## config.mk

```make
export PLATFORM = sky130hd
export DESIGN_NAME = adc_gain_mute_fault_detect_enable
export DESIGN_NICKNAME = d
export VERILOG_FILES = /design/src/adc_gain_mute_fault_detect_enable.v
export VERILOG_INCLUDE_DIRS = /design/src
export SDC_FILE = /design/constraint.sdc
export NUM_CORES = 1
export LEC_CHECK = 0
export BUFFER_PORTS_ARGS = -buffer_cell sky130_fd_sc_hd__buf_2
export CAP_MARGIN = 30
export CORE_ASPECT_RATIO = 1.4
export CORE_MARGIN = 2
export CORE_UTILIZATION = 55
export DETAILED_ROUTE_END_ITERATION = 10
export PLACE_DENSITY = 0.87
export SETUP_SLACK_MARGIN = 0.1
export SYNTH_ARGS = -nofsm -noshare
export SYNTH_HDL_FRONTEND = slang
export SYNTH_SLANG_ARGS = --single-unit
```

## constraint.sdc

```tcl
create_clock -name i_clk -period 3.9 [get_ports i_clk]
set_input_delay 0.195 -clock i_clk [delete_from_list [all_inputs] [get_ports i_clk]]
set_output_delay 0.195 -clock i_clk [all_outputs]
set_load 0.005 [all_outputs]
```

## src/adc_gain_mute_diag_defs.vh

```
`ifndef ADC_GAIN_MUTE_DIAG_DEFS_VH
`define ADC_GAIN_MUTE_DIAG_DEFS_VH
// register offsets
`define GAIN_CHANNEL_ONE_ADDR   8'h0a
`define GAIN_CHANNEL_TWO_ADDR   8'h0b
`define GAIN_CHANNEL_THREE_ADDR 8'h0c
`define GAIN_CHANNEL_FOUR_ADDR  8'h0d
`define SUM_MUTE_CAL_ADDR       8'h0e
`define FAULT_DETECT_EN_ADDR    8'h10
// reset values
`define GAIN_RESET              8'ha0
`define SUM_MUTE_CAL_RESET      8'h02
`define FAULT_DETECT_EN_RESET   8'h0f
// gain code landmarks
`define GAIN_CODE_MAX_BOOST     8'h00
`define GAIN_CODE_UNITY         8'ha0
`define GAIN_CODE_MUTE          8'hff
// gain step is 0.375 dB = 3/8 dB; gain reported in eighths of a dB
`define GAIN_STEP_EIGHTHS       11'h003
`define GAIN_TOP_EIGHTHS        11'h1e0
// field positions in the misc control register
`define COMBINE_MSB             7
`define COMBINE_LSB             6
`define SILENCE_BIT             4
`define CAL_BIT                 0
// fault detect enable field in the fault_detect_enable register
`define FAULT_EN_MSB            3
`define FAULT_EN_LSB            0
// decoded gain of a unity code, in eighths of a dB
`define UNITY_EIGHTHS           11'h000
// combine modes
`define COMBINE_FOUR            2'h0
`define COMBINE_TWO             2'h1
`define COMBINE_ONE             2'h2
`define COMBINE_RSVD            2'h3
`endif

```

## src/adc_gain_mute_fault_detect_enable.v

```verilog
// Function
// - code zero is +60 dB, steps -0.375 dB
// - code 0xa0 is unity, 0x9f +0.375 dB
// - code 0xfe is -35.25 dB, 0xff mutes
// - four gain registers from 0x0a, reset 0xa0
// - bits 7:6 select four, two or one channel
// - master mute bit 4 silences all channels
// - misc control at 0x0e resets to 0x02
// - diag register bits 3:0 enable channel diagnostics
// - fault_detect_enable at 0x10 resets to 0x0f
`timescale 1ns/1ps
`include "adc_gain_mute_diag_defs.vh"

module adc_gain_mute_fault_detect_enable (
    // clock and reset
    input  wire        i_clk,
    input  wire        i_reset,
    // control port register access, same clock domain
    input  wire        i_wr_en,
    input  wire        i_rd_en,
    input  wire [7:0]  i_addr,
    input  wire [7:0]  i_wr_data,
    output reg  [7:0]  o_rd_data,
    output reg         o_rd_valid,
    // raw gain codes per channel
    output reg  [7:0]  o_ch1_gain_code,
    output reg  [7:0]  o_ch2_gain_code,
    output reg  [7:0]  o_ch3_gain_code,
    output reg  [7:0]  o_ch4_gain_code,
    // decoded gain in eighths of a dB, signed, and per-channel mute
    output reg  [43:0] o_gain_eighths,
    output reg  [3:0]  o_ch_muted,
    // misc control fields
    output reg  [1:0]  o_channel_combine_select,
    output reg         o_combine_reserved,
    output reg         o_global_silence,
    output reg         o_offset_calibrate_request,
    // per-channel fault detect enables, bit 0 is channel 1
    output reg  [3:0]  o_fault_detect_on
);

    // selector codes produced by the address decoder
    localparam [2:0] SEL_GAIN1 = 3'h0;    // gain, channel 1
    localparam [2:0] SEL_GAIN2 = 3'h1;    // gain, channel 2
    localparam [2:0] SEL_GAIN3 = 3'h2;    // gain, channel 3
    localparam [2:0] SEL_GAIN4 = 3'h3;    // gain, channel 4
    localparam [2:0] SEL_MISC  = 3'h4;    // combine, mute and calibrate
    localparam [2:0] SEL_DIAG  = 3'h5;    // fault detect enables
    localparam [2:0] SEL_NONE  = 3'h7;    // unmapped, including the hole at 0x0f

    // stored register bytes; kept whole so reserved bits read back as written
    reg [7:0]  gain_q [0:3];   // per-channel gain codes, index 0 is channel 1
    reg [7:0]  misc_q;         // combine field, master mute, reserved bits, calibrate
    reg [7:0]  diag_q;         // fault detect enables, reserved upper nibble

    // decoded address and fields pulled out of the stored bytes
    wire [2:0] addr_sel;       // register picked by the current address
    wire [1:0] combine_field;  // channel arrangement code
    wire       silence_field;  // master mute
    wire       cal_field;      // offset calibration request
    wire [3:0] fault_field;    // fault detect enables, bit 0 is channel 1

    // loop indices, one per process so neither has two drivers
    integer    k;              // walks the gain array in the write process
    integer    n;              // walks the channels in the decode process

    // map an address onto a register selector; shared by write and read
    function [2:0] reg_index;
        input [7:0] addr;
        begin
            case (addr)
                `GAIN_CHANNEL_ONE_ADDR:   reg_index = SEL_GAIN1;
                `GAIN_CHANNEL_TWO_ADDR:   reg_index = SEL_GAIN2;
                `GAIN_CHANNEL_THREE_ADDR: reg_index = SEL_GAIN3;
                `GAIN_CHANNEL_FOUR_ADDR:  reg_index = SEL_GAIN4;
                `SUM_MUTE_CAL_ADDR:       reg_index = SEL_MISC;
                `FAULT_DETECT_EN_ADDR:    reg_index = SEL_DIAG;
                // 0x0f and everything else fall through to no register
                default:                  reg_index = SEL_NONE;
            endcase
        end
    endfunction

    // gain in signed eighths of a dB: +480 at code zero, minus 3 per code step
    // 11 bits cover +480 down to -285, so the all-ones code still decodes
    function [10:0] code_to_eighths;
        input [7:0] code;
        begin
            code_to_eighths = `GAIN_TOP_EIGHTHS - ({3'h0, code} * `GAIN_STEP_EIGHTHS);
        end
    endfunction

    // a channel is silent when its code is all ones or master mute is on
    function is_muted;
        input [7:0] code;
        input       silence;
        begin
            is_muted = (code == `GAIN_CODE_MUTE) || silence;
        end
    endfunction

    // decode once per cycle; the strobes qualify it in each process
    assign addr_sel = reg_index(i_addr);

    // fields of the stored bytes, named for the output logic below
    assign combine_field = misc_q[`COMBINE_MSB:`COMBINE_LSB];
    assign silence_field = misc_q[`SILENCE_BIT];
    assign cal_field     = misc_q[`CAL_BIT];
    assign fault_field   = diag_q[`FAULT_EN_MSB:`FAULT_EN_LSB];

    // register writes; an unmapped address stores nothing
    // reserved bits are stored as written, so software must keep them itself
    always @(posedge i_clk) begin
        if (i_reset) begin
            // every channel starts at unity gain
            for (k = 0; k < 4; k = k + 1) begin
                gain_q[k] <= `GAIN_RESET;
            end
            misc_q <= `SUM_MUTE_CAL_RESET;
            diag_q <= `FAULT_DETECT_EN_RESET;
        end else if (i_wr_en) begin
            case (addr_sel)
                SEL_GAIN1: begin
                    gain_q[0] <= i_wr_data;
                end
                SEL_GAIN2: begin
                    gain_q[1] <= i_wr_data;
                end
                SEL_GAIN3: begin
                    gain_q[2] <= i_wr_data;
                end
                SEL_GAIN4: begin
                    gain_q[3] <= i_wr_data;
                end
                SEL_MISC: begin
                    misc_q <= i_wr_data;
                end
                SEL_DIAG: begin
                    diag_q <= i_wr_data;
                end
                default: begin
                    // unmapped write is dropped without any error indication
                end
            endcase
        end
    end

    // read path: one cycle latency; a read beside a write returns the old byte
    always @(posedge i_clk) begin
        if (i_reset) begin
            o_rd_data  <= 8'h00;
            o_rd_valid <= 1'b0;
        end else begin
            // valid is a one-cycle pulse per read strobe
            o_rd_valid <= i_rd_en;
            if (i_rd_en) begin
                case (addr_sel)
                    SEL_GAIN1: o_rd_data <= gain_q[0];
                    SEL_GAIN2: o_rd_data <= gain_q[1];
                    SEL_GAIN3: o_rd_data <= gain_q[2];
                    SEL_GAIN4: o_rd_data <= gain_q[3];
                    SEL_MISC:  o_rd_data <= misc_q;
                    SEL_DIAG:  o_rd_data <= diag_q;
                    // unmapped reads give zero so a probe sees no stale byte
                    default:   o_rd_data <= 8'h00;
                endcase
            end
            // otherwise the last read byte stands until the next read
        end
    end

    // raw gain codes, one cycle behind the stored bytes
    always @(posedge i_clk) begin
        if (i_reset) begin
            o_ch1_gain_code <= `GAIN_RESET;
            o_ch2_gain_code <= `GAIN_RESET;
            o_ch3_gain_code <= `GAIN_RESET;
            o_ch4_gain_code <= `GAIN_RESET;
        end else begin
            o_ch1_gain_code <= gain_q[0];
            o_ch2_gain_code <= gain_q[1];
            o_ch3_gain_code <= gain_q[2];
            o_ch4_gain_code <= gain_q[3];
        end
    end

    // decoded gain and per-channel mute; registered so the outputs come from flops
    // the extra cycle costs nothing here, since gain changes are far slower
    always @(posedge i_clk) begin
        if (i_reset) begin
            // unity on every channel
            o_gain_eighths <= {4{`UNITY_EIGHTHS}};
            o_ch_muted     <= 4'h0;
        end else begin
            for (n = 0; n < 4; n = n + 1) begin
                // 0xa0 lands on zero and 0x9f on +3 eighths
                o_gain_eighths[n*11 +: 11] <= code_to_eighths(gain_q[n]);
                // master mute overrides every channel's code
                o_ch_muted[n] <= is_muted(gain_q[n], silence_field);
            end
        end
    end

    // misc control outputs, one cycle after the register write
    always @(posedge i_clk) begin
        if (i_reset) begin
            o_channel_combine_select   <= `COMBINE_FOUR;
            o_combine_reserved         <= 1'b0;
            o_global_silence           <= 1'b0;
            o_offset_calibrate_request <= 1'b0;
        end else begin
            o_channel_combine_select <= combine_field;
            // reserved combine code flagged so downstream keeps four channels
            o_combine_reserved <= (combine_field == `COMBINE_RSVD);
            o_global_silence   <= silence_field;
            // level request, not self-clearing; software lowers the bit when done
            o_offset_calibrate_request <= cal_field;
        end
    end

    // fault detect enables, bit 0 is channel 1
    always @(posedge i_clk) begin
        if (i_reset) begin
            o_fault_detect_on <= 4'hf; // all four enabled
        end else begin
            o_fault_detect_on <= fault_field;
        end
    end

endmodule // adc_gain_mute_fault_detect_enable

```

# Yosys cells after proc, flatten, opt, wreduce, memory -nomap -nowiden
# Memories as Yosys holds them, arrays and structs flattened.
# Cells that the tools add are included.
word_totals:
  ramBits: 32
  wordCells: 75
  memories: 1
  ff_bits: 114
  output_inout_bits: 98
memory_table:
  columns: ["name", "depth", "width", "rd", "rd_clocked_by_memory_dff", "write_ports", "line", "rtl"]
  rows:
  - ["gain_q", 4, 8, 4, 0, 4, "adc_gain_mute_fault_detect_enable.v:52", "reg [7:0] gain_q [0:3];"]
op_classes:
  n_eq_ne: 16
  n_mul: 4
  n_bitwise: 4
  n_mux: 24
  add_sub_neg: 4
  n_reduce_logical: 7
ops:
  columns: ["cell", "n"]
  rows:
  - ["$pmux 8 s6", 1]
  - ["$sub 9x10->11 const A", 4]
  - ["$eq 8x4->1 const B", 5]
  - ["$mul 8x2->10 const B", 4]
  - ["$eq 8x8->1 const B", 4]
  - ["$mux 8", 4]
  - ["$mux 1", 18]
  - ["$pmux 3 s6", 1]
  - ["$eq 8x5->1 const B", 1]
  - ["$eq 3x2->1 const B", 2]
  - ["$eq 3x3->1 const B", 2]
  - ["$logic_or 1x1->1", 4]
  - ["$or 1x1->1", 4]
  - ["$reduce_and 2->1", 2]
  - ["$eq 3x1->1 const B", 1]
  - ["$logic_not 3->1", 1]
  - ["$eq 2x2->1 const B", 1]

# Longest topological paths before layout
depth:
  ltp_word: 8
  mapped_depth: 12
  ltp_nobuf: 10

# Least setup slack after synthesis
# Ideal clock, no wire load.
synth_path:
  kind: "input port to flip-flop"
  startpoint: "input port i_addr[2]"
  endpoint: "memory gain_q[2][0] (enable)"
  setup_slack_ps: 861
  n_path_buf: 1
  t_required_ps: 3513
  setup_time_ps: 387
  arrival_ps: 2653
  path_stages: 8
  cell_sequence: "buf_2 -> or4b_2 -> a21oi_1 -> inv_1 -> ha_1 -> a21oi_4 -> nand2_2 -> o31ai_1"
synth_rtl:
  columns: ["item", "line", "rtl"]
  rows:
  - ["start, declared", "adc_gain_mute_fault_detect_enable.v:21", "input wire [7:0] i_addr,"]
  - ["end, declared", "adc_gain_mute_fault_detect_enable.v:52", null]

# Worst setup path after layout
layout_path:
  startpoint: "input port i_addr[2]"
  endpoint: "register misc_q[1]"
layout_via:
  elab_chain_cells: 4
  word_cells_on_any_way: 9
  cone_classes: "eq/ne (7); mux (1); reduce/logical (1)"
layout_lines:
  columns: ["item", "line", "rtl"]
  rows:
  - ["$eq 8x5->1 or $eq 8x4->1 (tied branches)", "adc_gain_mute_fault_detect_enable.v:71", "case (addr)"]
  - ["$pmux 3 s6 *", "adc_gain_mute_fault_detect_enable.v:71", null]
  - ["$eq 3x3->1 *", "adc_gain_mute_fault_detect_enable.v:122", "case (addr_sel)"]
  - ["$reduce_and 2->1 (no line) *", null, null]
  - ["end signal, assigned", "adc_gain_mute_fault_detect_enable.v:119", "misc_q <= `SUM_MUTE_CAL_RESET;"]
  - ["end signal, assigned", "adc_gain_mute_fault_detect_enable.v:136", "misc_q <= i_wr_data;"]
  - ["end, declared", "adc_gain_mute_fault_detect_enable.v:53", "reg [7:0] misc_q;"]
# Every way passes the cells marked *; elsewhere a longest branch is shown, timed or not.
# A chain may end at the register's enable or synchronous reset.

==> impl_results.md <==
* WP data required at around 4.2 ns
* Sequential power share at between 40 and 50%
* Full die area at ~13,000 sq um
* Grt ovf at 0
* Row count at 47
* Leakage dissipation at around 3.6 nW
* Crit Path Class: primary input to flop
* Via count at 5,153
* Final WL at approximately 15 mm
* FF+latch count, synth at 142
* Delay-heaviest family, CP: simple AND/OR/NAND/NOR gates
* Asr flop ratio synth at 0%
* Final setup vio count at 0
* FILL cells at around 920
* Achievable frequency at between 0.3 and 0.4 GHz
* Number of synthesized flops with an enable pin at 32
* Status: finished clean
* Die height at around 140 um
* Count of boundary I/O pins at 118
* Buf/Inv on CP at 3
* Gate power share at 13.8%
* Post-Syn Area at ~6800 sq um
* Clock sink total at around 140
* NetSw at around 930 uW
* Crit path depth at 11
* Share of cells above drive strength 1 at 22.74%
* First-pass GRT wire length at between 20 and 25 mm
* Clk buf depth at 2
* DRT Pass-1 Iters at 5
* Final Skew at 0.006208 ns
* Hpwl dp at around 11 mm
* CTS tree: done
* Worst slew pin tran at around 0.74 ns
* GP Congestion at just under 0.9
* Hold-fix buffers, CTS at 0
* Die X at about 98 um
* Cells along the critical path: buf_2 > nor2b_1 > and4b_1 > clkinv_1 > ha_1 > nand2b_1 > nor4_4 > buf_4 > nand2_1 > nand2_1 > nand3_1
* Number of port buffers at between 100 and 150
* CP max-delay cell: and4b_1
* Final net count at just under 900
* Tot GR Track Use at between 20% and 30%
* Sw Share at a little over a quarter
* Final-report hold violation count at 0
* Placed Area at ~7500 sq um
* Worst endpoint data arrival time at 2.88 ns
* Post-Syn Instances at a little under 700
* Pin count of the biggest net entering global routing at 68
* Core Box Area at about 12,000 sq um
* CTS Buf Count at 17
* Rel. slew slack at between 50% and 60%
* Iteration-0 DRC count of the detailed router at approximately 190
* Hold Path Cell Cnt at 3
* Clock Latency Late Sink at about 0.42 ns
* Vias in the first global route at roughly 5,000
* Vias per cell at approximately 5.4
* Mean Syn Cell Area at ~10 sq um
* Final ANT Viol Nets at 0
* Clk network pwr share at between 40 and 50%
* Seq/Total Area, Yosys at a little under half
* Synth warnings at 0
* Setup Total Neg Slack at 0 ns
* Top FF cell, synth: dfxtp_1
* Slew Viols, Final at 0
* RSZ-0062 raised after global routing: false
* CP most frequent cell: nand2_1
* Post-synthesis cell type count at 57
* Wire length per cell at ~15 um
* Critical path fanouts, max at 17
* Final min period at 2.619 ns
* CTS H-tree depth at 4
* Final period utilization at between 60% and 70%
* Resized Gates After CTS at 0
* Post-route DRC at 0
* Hold Crit Class: primary input to flop
* Clock-pin slew on the worst setup and hold paths at ~0.060 ns
* Pwr per Cell Area at 448.5 nW/um^2
* Internal cell power at 2.651 mW
* Antenna fix cells at 0
* VDD IR max at around 0.25 mV
* Type of origin of the critical path: primary input
* Initial Util at 56.69%
* Number of setup buffers added after CTS at 0
* R2R cell count at 9
* CP endpoint kind: flop
* Syn Nets at a little under 800
* Initial antenna violation count at 0
* CTS root buf: clkbuf_16
* Max cap viols at 0
* CP peak stage delay at around 0.52 ns
* Final Cell Area at 7993 sq um
* Area delta synth->final at 18.10%
-- metal layers --
metal / part of all wire [%] / vias to the layer above / track usage, %
met5: 0 / - / 0
met4: 3.5 / 0 / 10.42
met3: 6.9 / 42 / 4.231
met2: 52 / 218 / 40.65
met1: 38 / 2354 / 25.85
li1: - / 2539 / -
-- stage by stage --
step           setup slack, ns  util (%)  power, mW  hold WS (ns)  std cells
6_report                 1.281     66.95      3.585        0.1117        956
3_3_place_gp             1.011     62.47      2.147        0.4383        924
4_1_cts                  1.352     66.95      3.602       0.09695        956
5_1_grt                  1.101     66.95      3.728        0.1165        956
3_5_place_dp            0.9210     62.47      2.164        0.4453        924
2_1_floorplan           0.8605         -      1.991        0.3201        680
-- final timing paths --
| path | start | to | slack (ns) |
|---|---|---|---|
| worst max-delay path | i_addr[2] | misc_q[1] | 1.28 |
| worst min-delay path | i_wr_data[5] | misc_q[5] | 0.11 |
| worst max register to register | gain_q[1][2] | o_gain_eighths[19] | 1.40 |
| worst min register to register | diag_q[4] | diag_q[4] | 0.45 |
-- power groups by stage --
stage	registers (mW)	logic, mW	clock network [mW]
2_1_floorplan	1.68	0.315	0
3_3_place_gp	1.67	0.476	0
3_5_place_dp	1.67	0.490	0
4_1_cts	1.64	0.498	1.46
5_1_grt	1.65	0.556	1.52
6_report	1.64	0.495	1.45
-- registers in the layout, summed over array words and instances (netlist names), 8 cells and up --
name and flops:
o_ch2_gain_code 8, diag_q 8, misc_q 8, o_ch3_gain_code 8
gain_q 32, o_ch1_gain_code 8, o_rd_data 8, o_ch4_gain_code 8
o_gain_eighths 40
-- cell usage after synthesis (2+ instances only) --
library cell | number | share of area [%]
nor2_1 | 68 | 3.8
o2111a_1 | 3 | 0.50
nand2b_1 | 7 | 0.65
dfxtp_1 | 110 | 33
xnor2_1 | 23 | 3.0
nand3_1 | 13 | 0.96
mux2i_1 | 21 | 3.1
or3_1 | 3 | 0.28
edfxtp_1 | 32 | 14
and3_1 | 2 | 0.18
and2_1 | 25 | 2.3
nor4_4 | 2 | 0.63
a31oi_1 | 6 | 0.55
nor2b_1 | 18 | 1.7
nand2_1 | 44 | 2.4
o21ai_0 | 26 | 1.9
mux2_2 | 5 | 0.83
nand4b_1 | 2 | 0.26
o21bai_1 | 6 | 0.67
buf_4 | 5 | 0.55
o211ai_1 | 8 | 0.89
ha_1 | 73 | 13
buf_1 | 5 | 0.28
or2_2 | 12 | 1.1
buf_2 | 4 | 0.30
a21oi_1 | 48 | 3.5
nor3_1 | 4 | 0.30
a21oi_4 | 2 | 0.48
a41oi_1 | 4 | 0.52
a21o_1 | 5 | 0.55
inv_1 | 57 | 3.2
xor2_1 | 2 | 0.26
clkbuf_1 | 11 | 0.61
-- cell type report --
cell class / count / area (sq um) / share of cell area [%]
Inverter: 58 / 217.7 / 2.724
Sequential cell: 142 / 3163 / 39.57
Clock buffer: 20 / 446.7 / 5.589
Multi-Input combinational cell: 455 / 3269 / 40.90
Clock inverter: 12 / 88.84 / 1.111
Timing Repair Buffer: 122 / 623.1 / 7.796
Tap cell: 147 / 183.9 / 2.301
-- kinds of logic after synthesis --
group | after synthesis | synth area share, %
compound gates | 118 | 11.00
mux | 26 | 3.938
xor+xnor | 25 | 3.235
simple gates | 213 | 16.64
buf+inv | 83 | 4.955
fa+ha+maj | 73 | 13.50
flops | 142 | 46.74
-- worst reg2reg max path, stage by stage (launching register included) --
cell,delay [ns]
edfxtp_1,0.45
inv_1,0.19
ha_1,0.27
ha_1,0.33
a21o_1,0.17
a21oi_1,0.21
o21ai_0,0.16
o41a_1,0.38
xnor2_1,0.15
nor2_1,0.05
-- cell usage in the layout, fill, tap and decap left out, drive strengths merged, types with 5 or more instances in the layout --
| cell | count |
|---|---|
| buf | 122 |
| dfxtp | 110 |
| ha | 73 |
| nor2 | 68 |
| inv | 59 |
| a21oi | 50 |
| nand2 | 45 |
| edfxtp | 32 |
| o21ai | 26 |
| and2 | 25 |
| xnor2 | 23 |
| mux2i | 21 |
| clkbuf | 20 |
| nor2b | 18 |
| nand3 | 14 |
| or2 | 12 |
| o211ai | 8 |
| clkinv | 8 |
| nand2b | 7 |
| o21bai | 6 |
| a31oi | 6 |
| a21o | 6 |
| mux2 | 5 |
| nor3 | 5 |
No activity file was read; power rests on OpenSTA's default activity.
